--- config.mk ---
export PLATFORM = sky130hd
export DESIGN_NAME = timer8_pair
export DESIGN_NICKNAME = d
export VERILOG_FILES = /design/src/verilog/timer8_pkg.sv /design/src/verilog/event_edge.sv /design/src/verilog/clock_prescaler.sv /design/src/verilog/timer8_pair.sv
export VERILOG_INCLUDE_DIRS = /design/src /design/src/verilog
export SDC_FILE = /design/constraint.sdc
export NUM_CORES = 1
export LEC_CHECK = 0
export ABC_CLOCK_PERIOD_IN_PS = 6800
export BUFFER_PORTS_ARGS = -buffer_cell sky130_fd_sc_hd__buf_2
export CELL_PAD_IN_SITES_DETAIL_PLACEMENT = 0
export CELL_PAD_IN_SITES_GLOBAL_PLACEMENT = 1
export CORE_MARGIN = 2
export CORE_UTILIZATION = 30
export CTS_CLUSTER_DIAMETER = 40
export CTS_CLUSTER_SIZE = 30
export DETAILED_ROUTE_END_ITERATION = 7
export GPL_TIMING_DRIVEN = 0
export PLACE_DENSITY = 0.56
export RECOVER_POWER = 25
export SKIP_CTS_REPAIR_TIMING = 1
export SYNTH_ARGS = -nofsm -noshare
export SYNTH_HDL_FRONTEND = slang
export SYNTH_HIERARCHICAL = 1
export SYNTH_SLANG_ARGS = --single-unit
--- constraint.sdc ---
create_clock -name clock_i -period 6.8 [get_ports clock_i]
set_input_delay 1.02 -clock clock_i [delete_from_list [all_inputs] [get_ports clock_i]]
set_output_delay 1.02 -clock clock_i [all_outputs]
set_load 0.01 [all_outputs]
--- src/verilog/timer8_regs.svh ---
// Register offsets, field positions, reset values and timing counts of the timer pair.
// Assumes an 8-bit register port and a 125 MHz system clock.
`ifndef TIMER8_REGS_SVH
`define TIMER8_REGS_SVH

// Register offsets on the 8-bit register port
`define OFS_PAIR_CONTROL 8'h20
`define OFS_MODE_CH0 8'h22
`define OFS_MODE_CH1 8'h23
`define OFS_COMPARE_CH0 8'h24
`define OFS_COMPARE_CH1 8'h25
`define OFS_PWM_VALUE_CH0 8'h28
`define OFS_PWM_VALUE_CH1 8'h29
`define OFS_COUNT_CH0 8'h2C
`define OFS_COUNT_CH1 8'h2D

// Reset values
`define RST_PAIR_CONTROL 4'h0
`define RST_MODE 8'h00
`define RST_COMPARE 8'hFF
`define RST_PWM_VALUE 8'hFF

// Mode select field encodings
`define MODE_SEL_EVENT 2'h0
`define MODE_SEL_PWM 2'h2

// Field positions inside the pwm value register
`define PWM_DUTY_MSB 7
`define PWM_DUTY_LSB 1
`define PWM_EXTRA_BIT 0

// PWM cycle length in source clock counts and its last count
`define PWM_PERIOD 8'h80
`define PWM_LAST 8'h7F

// Width of the free-running prescaler
`define PRESCALE_BITS 11

`endif

--- src/verilog/timer8_pkg.sv ---
// Types shared by the timer pair: control and mode register layouts.
// Assumes the offsets and constants in timer8_regs.svh.
package timer8_pkg;

    // Pair control register
    typedef struct packed {
        logic and_combine;  // AND both channel levels onto pin 0
        logic cascade;      // Cascade select; when set, neither channel counts
        logic [1:0] run;    // Channel run bits
    } pair_control_t;

    // Per-channel mode register
    typedef struct packed {
        logic initial_level;     // Pin level before start and when stopped
        logic [2:0] clock_sel;   // Source clock select
        logic double_buffer;     // Double buffer enable
        logic external_input;    // External input select
        logic [1:0] mode_sel;    // Mode select field
    } mode_t;

endpackage

--- src/verilog/event_edge.sv ---
// Synchroniser and falling-edge detector for one external event pin.
// Assumes the pin is asynchronous to clock_i and held two cycles per level.
`timescale 1ns/1ps
module event_edge (
    input wire logic clock_i,
    input wire logic reset_i,
    input wire logic pin_i,
    output logic fall_o
);
    logic meta_q;  // First stage, read only by the second
    logic sync_q;  // Second stage, safe to use
    logic prev_q;  // Previous synchronised sample

    // Two-stage synchroniser, then one delay for the edge
    always_ff @(posedge clock_i) begin
        if (reset_i) begin
            meta_q <= 1'b1;
            sync_q <= 1'b1;
            prev_q <= 1'b1;
        end else begin
            meta_q <= pin_i;
            sync_q <= meta_q;
            prev_q <= sync_q;
        end
    end

    // One pulse per high-to-low transition of the synchronised samples
    assign fall_o = prev_q & ~sync_q;
endmodule

--- src/verilog/clock_prescaler.sv ---
// Free-running prescaler giving one-cycle enables for the eight source clock rates.
// Assumes a single system clock; tick_o[k] matches clock select value k.
`timescale 1ns/1ps
`include "timer8_regs.svh"
module clock_prescaler #(
    parameter int DIV_W = `PRESCALE_BITS
) (
    input wire logic clock_i,
    input wire logic reset_i,
    output logic [7:0] tick_o
);
    logic [DIV_W-1:0] div_q;  // Free-running divider

    // Divide exponent for each select: 2^11, 2^10, 2^8, 2^6, 2^4, 2^2, 2, 1
    function automatic int shift_of(input int sel);
        case (sel)
            0: shift_of = 11;
            1: shift_of = 10;
            2: shift_of = 8;
            3: shift_of = 6;
            4: shift_of = 4;
            5: shift_of = 2;
            6: shift_of = 1;
            default: shift_of = 0;
        endcase
    endfunction

    // The widest divide needs eleven bits; refuse a narrower divider at elaboration
    if (DIV_W < 11) begin : g_width_check
        $error("clock_prescaler: DIV_W must be at least 11");
    end

    // Counter advances every cycle
    always_ff @(posedge clock_i) begin
        if (reset_i) begin
            div_q <= '0;
        end else begin
            div_q <= div_q + 1'b1;
        end
    end

    // A rate ticks when its low bits are all ones
    for (genvar k = 0; k < 8; k++) begin : g_tick
        localparam logic [DIV_W-1:0] MASK = DIV_W'((1 << shift_of(k)) - 1);
        assign tick_o[k] = (div_q & MASK) == MASK;
    end
endmodule

--- src/verilog/timer8_pair.sv ---
// Two 8-bit timer/counter channels with event counter and 7-bit PWM modes.
// Assumes a plain register port on clock_i with read data one cycle later,
// and asynchronous event pins.
`timescale 1ns/1ps
`include "timer8_regs.svh"
module timer8_pair (
    input wire logic clock_i,
    input wire logic reset_i,
    input wire logic [7:0] addr_i,
    input wire logic [7:0] wdata_i,
    input wire logic wr_i,
    input wire logic rd_i,
    output logic [7:0] rdata_o,
    input wire logic [1:0] event_i,
    output logic [1:0] pwm_o,
    output logic [1:0] match_irq_o
);
    // Pair control register, shared by both channels
    timer8_pkg::pair_control_t ctrl_q;
    // Source clock enables from the prescaler
    logic [7:0] tick_v;
    // Per-channel views for the read mux and the pin stage
    logic [1:0][7:0] mode_v;
    logic [1:0][7:0] cmp_buf_v;
    logic [1:0][7:0] pwm_buf_v;
    logic [1:0][7:0] cnt_v;
    logic [1:0] level_v;
    logic [1:0] irq_v;
    // Registered read data
    logic [7:0] rdata_q;
    // Registered pin levels and interrupt pulses
    logic [1:0] pwm_q;
    logic [1:0] irq_q;

    // Channel counts in event counter mode
    function automatic logic is_event_mode(input timer8_pkg::mode_t m, input logic cascade);
        is_event_mode = (m.mode_sel == `MODE_SEL_EVENT) && !cascade && m.external_input;
    endfunction

    // Channel runs as a PWM generator
    function automatic logic is_pwm_mode(input timer8_pkg::mode_t m, input logic cascade);
        is_pwm_mode = (m.mode_sel == `MODE_SEL_PWM) && !cascade && !m.external_input;
    endfunction

    // One prescaler serves both channels; each picks its own rate
    clock_prescaler #(
        .DIV_W(`PRESCALE_BITS)
    ) u_prescaler (
        .clock_i(clock_i),
        .reset_i(reset_i),
        .tick_o(tick_v)
    );

    // Pair control write; run, cascade and AND combine are always writable
    always_ff @(posedge clock_i) begin
        if (reset_i) begin
            ctrl_q <= timer8_pkg::pair_control_t'(`RST_PAIR_CONTROL);
        end else if (wr_i && addr_i == `OFS_PAIR_CONTROL) begin
            ctrl_q <= timer8_pkg::pair_control_t'(wdata_i[3:0]);
        end
    end

    for (genvar i = 0; i < 2; i++) begin : g_ch
        timer8_pkg::mode_t mode_q;  // Mode register, frozen while running
        logic [7:0] cmp_buf_q;      // Last written compare value
        logic [7:0] cmp_act_q;      // Compare value in use
        logic [7:0] pwm_buf_q;      // Last written pwm value
        logic [7:0] pwm_act_q;      // Pwm value in use
        logic [7:0] cnt_q;          // Up counter
        logic [6:0] duty_q;         // Duty sampled at overflow
        logic extra_q;              // Extra count enable sampled at overflow
        logic pair_q;               // High during the second cycle of a pair
        logic level_q;              // Channel output level
        logic run;                  // Channel run bit
        logic ev_mode;              // Event counter mode decoded
        logic pw_mode;              // PWM mode decoded
        logic fall;                 // Falling edge on the event pin
        logic step;                 // Counter advances this cycle
        logic [7:0] cnt_next;       // Counter plus one
        logic ev_match;             // Event count reaches compare
        logic wrap;                 // PWM count passes its last value
        logic [6:0] duty;           // Duty width in use
        logic extra;                // Extra count enable in use
        logic [7:0] mpoint;         // Count at which the output toggles
        logic [7:0] pwm_src;        // Value sampled for the next cycle
        logic wr_mode;              // Write strobes decoded per register
        logic wr_cmp;
        logic wr_pwm;

        assign run = ctrl_q.run[i];
        assign ev_mode = is_event_mode(mode_q, ctrl_q.cascade);
        assign pw_mode = is_pwm_mode(mode_q, ctrl_q.cascade);
        assign wr_mode = wr_i && (addr_i == (i == 0 ? `OFS_MODE_CH0 : `OFS_MODE_CH1));
        assign wr_cmp = wr_i && (addr_i == (i == 0 ? `OFS_COMPARE_CH0 : `OFS_COMPARE_CH1));
        assign wr_pwm = wr_i && (addr_i == (i == 0 ? `OFS_PWM_VALUE_CH0 : `OFS_PWM_VALUE_CH1));

        // Edge detector for this channel's event pin
        event_edge u_edge (
            .clock_i(clock_i),
            .reset_i(reset_i),
            .pin_i(event_i[i]),
            .fall_o(fall)
        );

        // Counting source: pin edges or the selected prescaler rate.
        // The source must respect the minimum level widths or edges are lost.
        assign step = run && (ev_mode ? fall : (pw_mode && tick_v[mode_q.clock_sel]));
        assign cnt_next = cnt_q + 8'h01;
        assign ev_match = cnt_next == cmp_act_q;
        assign wrap = cnt_q == `PWM_LAST;

        // Buffered settings hold for a whole cycle; unbuffered ones act at once
        assign duty = mode_q.double_buffer ? duty_q : pwm_act_q[`PWM_DUTY_MSB:`PWM_DUTY_LSB];
        assign extra = mode_q.double_buffer ? extra_q : pwm_act_q[`PWM_EXTRA_BIT];
        // Second cycle of each pair toggles one count later when extra is set
        assign mpoint = {1'b0, duty} + {7'h00, extra & pair_q};
        // At the interrupt overflow the buffered value becomes the one to sample
        assign pwm_src = (pair_q && mode_q.double_buffer) ? pwm_buf_q : pwm_act_q;

        // Mode register; ignored while the channel runs
        always_ff @(posedge clock_i) begin
            if (reset_i) begin
                mode_q <= timer8_pkg::mode_t'(`RST_MODE);
            end else if (wr_mode && !run) begin
                mode_q <= timer8_pkg::mode_t'(wdata_i);
            end
        end

        // Compare value with optional double buffer
        always_ff @(posedge clock_i) begin
            if (reset_i) begin
                cmp_buf_q <= `RST_COMPARE;
                cmp_act_q <= `RST_COMPARE;
            end else begin
                if (wr_cmp) begin
                    cmp_buf_q <= wdata_i;
                end
                // Stopped or unbuffered: both copies take the write
                if (wr_cmp && (!run || !mode_q.double_buffer)) begin
                    cmp_act_q <= wdata_i;
                end else if (step && ev_mode && ev_match && mode_q.double_buffer) begin
                    // Buffered value takes over at the match
                    cmp_act_q <= cmp_buf_q;
                end
            end
        end

        // PWM value with optional double buffer; reads see the buffer
        always_ff @(posedge clock_i) begin
            if (reset_i) begin
                pwm_buf_q <= `RST_PWM_VALUE;
                pwm_act_q <= `RST_PWM_VALUE;
            end else begin
                if (wr_pwm) begin
                    pwm_buf_q <= wdata_i;
                end
                if (wr_pwm && (!run || !mode_q.double_buffer)) begin
                    pwm_act_q <= wdata_i;
                end else if (step && pw_mode && wrap && pair_q && mode_q.double_buffer) begin
                    // Loaded only at the overflow that raises the interrupt
                    pwm_act_q <= pwm_buf_q;
                end
            end
        end

        // Duty and extra sampled while stopped and at every overflow
        always_ff @(posedge clock_i) begin
            if (reset_i) begin
                // Reset duty is the upper seven bits of the reset pwm value
                duty_q <= 7'(`RST_PWM_VALUE >> 1);
                extra_q <= 1'b1;
            end else if (!run) begin
                duty_q <= pwm_act_q[`PWM_DUTY_MSB:`PWM_DUTY_LSB];
                extra_q <= pwm_act_q[`PWM_EXTRA_BIT];
            end else if (step && pw_mode && wrap) begin
                duty_q <= pwm_src[`PWM_DUTY_MSB:`PWM_DUTY_LSB];
                extra_q <= pwm_src[`PWM_EXTRA_BIT];
            end
        end

        // Up counter
        always_ff @(posedge clock_i) begin
            if (reset_i) begin
                cnt_q <= 8'h00;
            end else if (!run) begin
                // Stopping holds the counter at zero
                cnt_q <= 8'h00;
            end else if (step) begin
                if (ev_mode) begin
                    // Compare match clears; otherwise count one edge
                    cnt_q <= ev_match ? 8'h00 : cnt_next;
                end else begin
                    // 128 counts per PWM cycle
                    cnt_q <= wrap ? 8'h00 : cnt_next;
                end
            end
        end

        // Pair phase: flips at each overflow so every second one is marked
        always_ff @(posedge clock_i) begin
            if (reset_i || !run) begin
                pair_q <= 1'b0;
            end else if (step && pw_mode && wrap) begin
                pair_q <= ~pair_q;
            end
        end

        // Output level
        always_ff @(posedge clock_i) begin
            if (reset_i) begin
                level_q <= 1'b0;
            end else if (!run) begin
                // Stopped: initial level on the pin
                level_q <= mode_q.initial_level;
            end else if (step && pw_mode) begin
                if (wrap) begin
                    // Overflow restores the initial level; zero duty toggles at once
                    level_q <= (pwm_src[`PWM_DUTY_MSB:`PWM_DUTY_LSB] == 7'h00) ?
                        ~mode_q.initial_level : mode_q.initial_level;
                end else if (cnt_next == mpoint) begin
                    // Duty match moves away from the initial level
                    level_q <= ~mode_q.initial_level;
                end
            end
        end

        assign mode_v[i] = mode_q;
        assign cmp_buf_v[i] = cmp_buf_q;
        assign pwm_buf_v[i] = pwm_buf_q;
        assign cnt_v[i] = cnt_q;
        assign level_v[i] = level_q;
        // Match interrupt: every compare match, or every second PWM overflow
        assign irq_v[i] = step && (ev_mode ? ev_match : (pw_mode && wrap && pair_q));
    end

    // Pin stage; AND combine lets channel 0's pin carry both levels
    always_ff @(posedge clock_i) begin
        if (reset_i) begin
            pwm_q <= 2'h0;
        end else begin
            pwm_q[0] <= ctrl_q.and_combine ? (level_v[0] & level_v[1]) : level_v[0];
            pwm_q[1] <= level_v[1];
        end
    end

    // Interrupt pulses, one cycle each
    always_ff @(posedge clock_i) begin
        if (reset_i) begin
            irq_q <= 2'h0;
        end else begin
            irq_q <= irq_v;
        end
    end

    // Read data stands only in the cycle after the strobe; unmapped reads give zero
    always_ff @(posedge clock_i) begin
        if (reset_i || !rd_i) begin
            rdata_q <= 8'h00;
        end else begin
            case (addr_i)
                `OFS_PAIR_CONTROL: rdata_q <= {4'h0, ctrl_q};
                `OFS_MODE_CH0: rdata_q <= mode_v[0];
                `OFS_MODE_CH1: rdata_q <= mode_v[1];
                `OFS_COMPARE_CH0: rdata_q <= cmp_buf_v[0];
                `OFS_COMPARE_CH1: rdata_q <= cmp_buf_v[1];
                `OFS_PWM_VALUE_CH0: rdata_q <= pwm_buf_v[0];
                `OFS_PWM_VALUE_CH1: rdata_q <= pwm_buf_v[1];
                `OFS_COUNT_CH0: rdata_q <= cnt_v[0];
                `OFS_COUNT_CH1: rdata_q <= cnt_v[1];
                default: rdata_q <= 8'h00;
            endcase
        end
    end

    assign rdata_o = rdata_q;
    assign pwm_o = pwm_q;
    assign match_irq_o = irq_q;
endmodule

==> results.yml, run 1 <==
timing:
  skew_ns: 0.0118
  slew_headroom: -0.00947
  worst_pin_slew_ns: 1.50
  period_share: 0.632
  fmax_mhz: 233
  final_max_slew_viol_count: 10
  setup_viol: 0
  fin_tns_setup_ns: 0
  rsz0062_at_grt: "false"
  hold_viol_final: 0
  fin_crit_ns: 4.30
power_and_ir_drop:
  max-vdd-ir-drop_v: 0.000143
  internal-power_mw: 1.42
  p_sw_frac: 0.250
  powerDensity_nw_per_um2: 200
  leakage_nw: 3.42
  p_sw_uw: 474
  finalPower_mw: 1.89
  clock_power_share: 0.496
  seqPwrFrac: 0.465
  p_comb_frac: 0.039
cts:
  cts_buffer_depth: 2
  cts_buffers: 17
  clk_pin_slew_ns: 0.06
  cts.sinks: 149
  cts_tree: "built"
  cts_max_level: 4
  clock_latency_ns: 0.43
  cts_root_buf: "clkbuf_16"
global_route:
  track_usage: 0.197
  grt_antenna_before_repair: 1
  busiest_layer: "met2"
  grt_max_degree: 17
  gr-total-overflow: 0
  grt_pass1_wl_um: 43100
  grt_util_met1: 0.268
  first_global_vias: 7006
  use_met3: 0.0285
  met2_usage: 0.325
worst_setup_path:
  worstSetupStartpointType: "flip-flop"
  path_class: "flip-flop to flip-flop"
  cp_max_fo: 7
  slowest_delay_ns: 0.87
  worstPathCellList: "ha_1 > nand3_4 > nor4_1 > and2_1 > mux2i_1 > a22oi_1 > o211ai_1 > and2_0 > or4_1 > o31ai_1 > mux2i_1"
  worstPathRequired_ns: 7.16
  path_common_cell: "mux2i_1"
  crit_path_end_kind: "flip-flop"
  crit_arrival_ns: 4.66
  critPathSlowestCell: "nor4_1"
logic_synthesis:
  ys_seq_elements: 149
  avgSynthCellArea_sq_um: 8.64
  synthesis.nets: 996
  synth_cell_types: 80
  synth_edf_count: 0
  synthesis.instances: 967
  synth_ff_type: "dfxtp_1"
  ys_warn_count: 6
  synth_area_sq_um: 8360
  ys_seq_area_frac: 0.357
  async_flop_share: 0
finish:
  syn_to_final_growth_pct: 13.5
  multi_input_area_sq_um: 4970
  nFillCells: 2977
  final-seq-area_sq_um: 2980
  drive_gt1_frac: 0.106
  nets: 1041
  antenna_cells: 0
routing:
  antenna_left: 0
  vias: 7095
  drc: 0
  wl_per_cell_um: 19.8
  drtIter0Drc: 456
  dr.pass1.iters: 7
  wl_um: 27800
  routed_via_density: 5.06
job:
  cap_viol_max_count: 1
placed_design:
  place_congestion: 0.830
  portBuffers: 26
  dpl.hpwl_um: 20400
outcome:
  violations: "capacitance limit, slew limit"
  outcome: "finished with violations"
die:
  floorplan.initialDensity: 0.302
  num_io_pins: 34
  die_h_um: 171
  dieArea_sq_um: 29200
  die_w_um: 171
  core_sq_um: 27600
  std_cell_rows: 61
hold_path:
  hold_path.class: "flip-flop to flip-flop"
worst paths after layout:
kind | start | endpoint | slack [ns] | depth (start not counted)
hold reg to reg | g_ch[1].u_edge/meta_q | g_ch[1].u_edge/sync_q | 0.41 | 1
hold / removal | g_ch[1].u_edge/meta_q | g_ch[1].u_edge/sync_q | 0.41 | 1
setup reg to reg | u_prescaler/div_q[0] | g_ch[0].level_q | 2.50 | 11
setup / recovery | u_prescaler/div_q[0] | g_ch[0].level_q | 2.50 | 11
sequential cells by signal, indices dropped and copies added (netlist names):
| name | count |
|---|---|
| g_ch.cmp_act_q | 16 |
| g_ch.pair_q | 2 |
| rdata_o | 8 |
| g_ch.extra_q | 2 |
| g_ch.pwm_act_q | 16 |
| g_ch.u_edge/meta_q | 2 |
| g_ch.duty_q | 14 |
| ctrl_q | 4 |
| g_ch.u_edge/sync_q | 2 |
| g_ch.cnt_q | 16 |
| g_ch.cmp_buf_q | 16 |
| g_ch.pwm_buf_q | 16 |
| g_ch.mode_q | 16 |
| pwm_o | 2 |
| match_irq_o | 2 |
| g_ch.level_q | 2 |
| u_prescaler/div_q | 11 |
| g_ch.u_edge/prev_q | 2 |
stage by stage:
step | area [sq um] | worst slack, ns | hold slack [ns] | util | std cells
2_1_floorplan | 8360 | 3.53 | 0.385 | - | 967
3_3_place_gp | 8960 | 2.80 | 0.396 | 0.324 | 1371
3_5_place_dp | 8960 | 2.83 | 0.398 | 0.324 | 1371
4_1_cts | 9530 | 2.80 | 0.414 | 0.345 | 1403
5_1_grt | 9480 | 2.22 | 0.433 | 0.343 | 1403
6_report | 9480 | 2.50 | 0.409 | 0.343 | 1403
power groups by stage:
stage	Sequential (mW)	Clock, mW	Combinational (mW)
final	0.880	0.939	0.0743
after global placement	0.900	0	0.0750
after global routing	0.880	0.996	0.0805
after detailed placement	0.900	0	0.0749
after CTS	0.880	0.960	0.0753
after floorplan	0.899	0	0.0431
layer usage:
metal	routed length (um)	part of all wire	vias to the layer above
met5	13	0.00047	-
li1	-	-	3524
met3	770	0.028	31
met2	13000	0.47	129
met1	13400	0.48	3409
met4	501	0.018	2
worst max-delay path: cells and delay by family, from the launching register on:
| kind | cells | cell delay, ns |
|---|---|---|
| adders and majority gates | 1 | 0.31 |
| AOI/OAI and AO/OA | 3 | 0.96 |
| DFF | 1 | 0.42 |
| and+or+nand+nor | 5 | 2.20 |
| muxes | 2 | 0.33 |
layout by cell type, fill, tap and decap left out, types with 13 or more instances in the layout:
cell type,count
a211o_1,24
a21oi_1,66
a22oi_1,13
buf_2,24
clkbuf_1,65
clkbuf_16,17
dfxtp_1,149
inv_1,15
mux2_2,17
mux2i_1,65
nand2_1,97
nand2b_1,18
nand3_1,39
nand3b_1,15
nand4_1,13
nor2_1,81
nor2b_1,38
o21ai_0,31
xnor2_1,37
xor2_1,13
cells by family (layout without fill, tap and decap cells):
kind of cell	Yosys count	count (layout)	share of synthesized area
simple gates	395	395	0.256
compound gates	181	181	0.141
flops	149	149	0.357
mux	88	88	0.116
buf+inv	88	146	0.0449
xor+xnor	58	58	0.0743
fa+ha+maj	7	7	0.0105
other cells	1	1	0.000449
cell usage after synthesis (15+ instances only):
library cell	instances	area (sq um)
dfxtp_1	149	2980
nand2_1	97	364
nor2_1	80	300
a21oi_1	66	330
mux2i_1	65	651
clkbuf_1	49	184
nand3_1	39	195
nor2b_1	38	238
xnor2_1	37	324
o21ai_0	31	155
a211o_1	24	210
nand2b_1	18	113
mux2_2	17	191
inv_1	15	56.3
nand3b_1	15	113
final cells by class:
class	count	share of cell area
Buffer	72	0.0331
Clock buffer	20	0.0471
Clock inverter	12	0.0127
Inverter	16	0.00633
Multi-Input combinational cell	730	0.524
Sequential cell	149	0.315
Tap cell	378	0.0499
Timing Repair Buffer	26	0.0120
(Power assumes the default switching activity.)
==> run 2, diff against run 1 <==
Settings changed: ABC_AREA set to 1, ABC_CLOCK_PERIOD_IN_PS 6800 to 3500, PLACE_DENSITY 0.56 to 0.6.
Clock period 6.8 ns to 3.5 ns, I/O delays scaled along.
==> results.yml, run 2 <==
outcome:
  outcome: "finished clean"
finish:
  nFillCells: 3217
  final_common_cell: "nand2_1"
  final-seq-area_sq_um: 2980
  layout.cells.non_filler: 1728
  syn_to_final_growth_pct: 13.7
  multi_input_area_sq_um: 4780
  nets: 1360
  final_cell_mix: "nand2_1 (286), inv_1 (161), dfxtp_1 (149)"
  antenna_cells: 0
  drive_gt1_frac: 0.126
hold_path:
  hold_depth: 3
  hold_path.class: "input pin to flip-flop"
  hold_path.startpoint: "event_i[1]"
  min_to: "g_ch[1].u_edge/meta_q"
cts:
  clk_pin_slew_ns: 0.07
  clock_latency_ns: 0.44
  cts_buffers: 17
  cts_buffer_depth: 2
  cts_root_buf: "clkbuf_16"
  cts.sinks: 149
  cts_max_level: 4
  cts_tree: "built"
power_and_ir_drop:
  finalPower_mw: 3.82
  max-vdd-ir-drop_v: 0.000246
  leakage_nw: 4.56
  powerDensity_nw_per_um2: 385
routing:
  wl_per_cell_um: 17.8
  vias: 8438
  drc: 0
  drtIter0Drc: 561
  antenna_left: 0
  dr.pass1.iters: 5
  routed_via_density: 4.88
  wl_um: 30800
timing:
  hold_viol_final: 0
  fmax_mhz: 356
  slew_headroom: 0.443
  rsz0062_at_grt: "false"
  fin_tns_setup_ns: 0
  worst_pin_slew_ns: 0.835
  period_share: 0.803
  setup_viol: 0
  skew_ns: 0.00878
  fin_crit_ns: 2.81
  final_max_slew_viol_count: 0
global_route:
  grt_max_degree: 17
  grt_antenna_before_repair: 0
  track_usage: 0.205
  grt_pass1_wl_um: 47500
  first_global_vias: 8035
  gr-total-overflow: 0
die:
  floorplan.initialDensity: 0.304
  core_sq_um: 28700
  num_io_pins: 34
  die_w_um: 175
  dieArea_sq_um: 30500
  std_cell_rows: 62
  die_h_um: 175
worst_setup_path:
  worstPathRequired_ns: 3.86
  crit_arrival_ns: 3.17
  reg2regPathDepth: 13
  crit_path_end_kind: "flip-flop"
  reg2reg_setup_slack_ns: 0.69
  cp_max_fo: 10
  path_class: "flip-flop to flip-flop"
  rr_endpoint: "g_ch[1].cnt_q[1]"
  rr_startpoint: "u_prescaler/div_q[0]"
  worstSetupStartpointType: "flip-flop"
logic_synthesis:
  ys_seq_area_frac: 0.342
  yosys.area.top_type: "dfxtp_1"
  yosys.area.top_type_share: 0.342
  synthesis.instances: 1282
  synthMostInstantiatedCell: "nand2_1"
  ys_warn_count: 6
  ys_seq_elements: 149
  async_flop_share: 0
  yosys-top-cells-area: "dfxtp_1 (34%), nand2_1 (12%), inv_1 (6.9%)"
  avgSynthCellArea_sq_um: 6.81
  synth_ff_type: "dfxtp_1"
  synth_cell_types: 54
  synth_area_sq_um: 8730
  synth_edf_count: 0
  synthTopCellsByCount: "nand2_1 (286), inv_1 (160), dfxtp_1 (149)"
  synthesis.nets: 1311
placed_design:
  dpl.hpwl_um: 23900
  place_inst: 1696
  portBuffers: 30
  place_congestion: 0.899
job:
  cap_viol_max_count: 0
run 2: cell count changes after synthesis, sizes merged, moves of 29 or more:
cell    before  now
a21oi       66   95
clkbuf      49   17
inv         15  181
mux2i       65    0
nand2       99  309
nand3       40  127
nor2        82  115
nor2b       38    0
o211ai       3   34
o21ai       31  108
xnor2       37    8
run 2: cell families after synthesis:
| family | count (synthesis) | share of synthesized area |
|---|---|---|
| adder cells (fa/ha/maj) | 7 | 0.0100 |
| XOR/XNOR | 19 | 0.0251 |
| other | 1 | 0.000429 |
| AND/OR/NAND/NOR | 601 | 0.336 |
| flip-flops | 149 | 0.342 |
| AO/OA/AOI/OAI | 277 | 0.181 |
| buffers and inverters | 228 | 0.107 |
run 2: stage by stage:
stage	cell area, sq um	util	setup WS, ns	hold slack (ns)
after floorplan	8730	-	1.26	0.380
after global placement	9360	0.326	0.768	0.390
after detailed placement	9360	0.326	0.766	0.391
after CTS	9980	0.348	0.761	0.258
after global routing	9930	0.346	0.369	0.266
final	9930	0.346	0.690	0.273
run 2: critical path: stages (launching register included):
cell and delay (ns):
dfxtp_1 0.38, ha_1 0.25, nand2_1 0.09, nor2_1 0.41
nand3_2 0.14, inv_1 0.09, o21ai_0 0.09, nand3_1 0.09
nand3_1 0.14, nand2_1 0.15, nand2_1 0.25, nor2_1 0.40
nand3_1 0.13, a21oi_1 0.13
run 2: how the worst max path moves through the flow:
stage | from | endpoint | slack [ns] | depth (start not counted)
6_report | u_prescaler/div_q[0] | g_ch[1].cnt_q[1] | 0.69 | 13
4_1_cts | g_ch[1].mode_q[3] | g_ch[1].level_q | 0.76 | 14
3_3_place_gp | g_ch[1].mode_q[3] | g_ch[1].level_q | 0.77 | 14
2_1_floorplan | g_ch[0].mode_q[3] | g_ch[0].level_q | 1.26 | 15
3_5_place_dp | g_ch[1].mode_q[3] | g_ch[1].level_q | 0.77 | 14
5_1_grt | u_prescaler/div_q[0] | g_ch[1].level_q | 0.37 | 16
run 2: area by class of cell:
cell class | instances | area share
Tap cell | 384 | 0.0484
Clock buffer | 19 | 0.0446
Timing Repair Buffer | 30 | 0.0135
Clock inverter | 13 | 0.0171
Multi-Input combinational cell | 905 | 0.482
Inverter | 184 | 0.0701
Sequential cell | 149 | 0.301
Buffer | 44 | 0.0237
run 2: power by group:
part,total (mW),switching (mW),internal [mW]
combinational,0.142,0.106,0.0356
clock,1.97,0.822,1.15
sequential,1.71,0.00569,1.70
run 2: metal layers:
| layer | GRT usage | vias to the layer above | share of wire |
|---|---|---|---|
| met5 | 0 | - | 0 |
| met4 | 0.0556 | 0 | 0.016 |
| met3 | 0.0296 | 25 | 0.039 |
| met2 | 0.324 | 175 | 0.45 |
| met1 | 0.293 | 3899 | 0.50 |
| li1 | - | 4339 | - |
==> run 3, diff against run 2 <==
Settings changed: ABC_AREA 1 to 0, ABC_CLOCK_PERIOD_IN_PS 3500 to 2600, PLACE_DENSITY 0.6 to 0.56.
Clock period 3.5 ns to 2.6 ns, I/O delays scaled along.
==> results.yml, run 3 (synthesis results as in run 1) <==
routing:
  routed_via_density: 5.08
  wl_um: 29000
  wl_per_cell_um: 20.2
  antenna_left: 0
  drtIter0Drc: 356
  drc: 0
  dr.pass1.iters: 4
  vias: 7322
cts:
  clock_latency_ns: 0.44
  clk_pin_slew_ns: 0.07
  cts_tree: "built"
  cts_root_buf: "clkbuf_16"
  cts_buffer_depth: 2
  cts.sinks: 149
  cts_buffers: 17
  cts_max_level: 4
finish:
  final_area_sq_um: 10500
  drive_gt1_frac: 0.232
  syn_to_final_growth_pct: 25.7
  final_common_cell: "dfxtp_1"
  nets: 1078
  final_cell_mix: "dfxtp_1 (145), nand2_1 (96), nor2_1 (76)"
  antenna_cells: 0
  utilization: 0.380
placed_design:
  place_congestion: 0.813
  dpl-instance-area_sq_um: 9130
  dpl.hpwl_um: 20500
  pre_cts_slack_ns: -0.795
  portBuffers: 26
job:
  cap_viol_max_count: 0
timing:
  setup_slack_ns: -0.386
  period_share: 1.15
  worst_pin_slew_ns: 0.890
  setup_viol: 44
  rsz0062_at_grt: "true"
  fmax_mhz: 335
  fin_crit_ns: 2.99
  hold_viol_final: 0
  slew_headroom: 0.407
  skew_ns: 0.0145
  final_max_slew_viol_count: 0
global_route:
  grt_antenna_before_repair: 2
  track_usage: 0.197
  grt_pass1_wl_um: 43100
  first_global_vias: 6898
  grt_max_degree: 17
  gr-total-overflow: 0
die:
  core_sq_um: 27600
  std_cell_rows: 61
  num_io_pins: 34
  die_w_um: 171
  floorplan.initialDensity: 0.302
  dieArea_sq_um: 29200
  die_h_um: 171
power_and_ir_drop:
  p_sw_mw: 1.30
  internal-power_mw: 3.66
  clock_power_share: 0.495
  p_comb_frac: 0.041
  powerDensity_nw_per_um2: 472
  max-vdd-ir-drop_v: 0.000422
  p_sw_frac: 0.262
  leakage_nw: 3.92
  seqPwrFrac: 0.464
worst_setup_path:
  cp_max_fo: 7
  worstPathRequired_ns: 2.96
  reg2reg_setup_slack_ns: -0.39
  crit_path_end_kind: "flip-flop"
  worstSetupStartpointType: "flip-flop"
  crit_arrival_ns: 3.34
  path_class: "flip-flop to flip-flop"
hold_path:
  hold_path.class: "input pin to flip-flop"
outcome:
  violations: "setup timing"
  outcome: "finished with violations"
[run 3: cell types whose count changed in the layout (fill, tap and decap cells not counted), sizes merged, moves of 47 or more]
cell and change:
nand3 -87, nand2 -210, inv -163, o21ai -77
mux2i +65, buf +47
[run 3: worst paths after layout]
kind / startpoint / endpoint / cells after the start
max: u_prescaler/div_q[0] / g_ch[1].cnt_q[5] / 12
min: event_i[0] / g_ch[0].u_edge/meta_q / 2
max reg2reg: u_prescaler/div_q[0] / g_ch[1].cnt_q[5] / 12
min reg2reg: g_ch[1].u_edge/meta_q / g_ch[1].u_edge/sync_q / 1
[run 3: power groups by stage]
| stage | registers [mW] | logic, mW | clock network, mW |
|---|---|---|---|
| after floorplan | 2.35 | 0.115 | 0 |
| after global placement | 2.35 | 0.199 | 0 |
| after detailed placement | 2.35 | 0.198 | 0 |
| after CTS | 2.30 | 0.199 | 2.51 |
| after global routing | 2.30 | 0.217 | 2.59 |
| final | 2.30 | 0.203 | 2.45 |
[run 3: per-layer routing]
metal	wire (um)	up-vias	global-route usage
li1	-	3610	-
met1	13600	3580	0.265
met2	14300	103	0.336
met3	699	29	0.0268
met4	456	0	0.0435
met5	0	-	0
[run 3: stage by stage]
step	setup TNS (ns)	cells	hold slack (ns)	power (mW)
after floorplan	-0.701	967	0.385	2.47
after global placement	-37.34	1371	0.390	2.55
after detailed placement	-37.67	1371	0.397	2.55
after CTS	-32.92	1403	0.117	5.01
after global routing	-13.41	1440	0.126	5.11
final	-6.38	1440	0.130	4.95
[run 3: area by class of cell]
class / instances / area (sq um)
repair buffers: 65 / 487
inverters: 16 / 63.8
fillers: 2912 / 17100
well taps: 378 / 473
multi-input cells: 732 / 5530
flip-flops and latches: 149 / 3000
clock inverters: 13 / 111
clock buffers: 19 / 453
plain buffers: 68 / 397
[run 3: critical path: stages, from the launching register on]
cell and delay, ns:
dfxtp_4 0.38, ha_4 0.15, nand3_4 0.10, nor4_4 0.36, and2_4 0.23, mux4_2 0.23
o211ai_1 0.13, nor2_2 0.21, a31oi_2 0.07, or3_1 0.35, buf_6 0.16, or4_1 0.40
a21oi_1 0.13
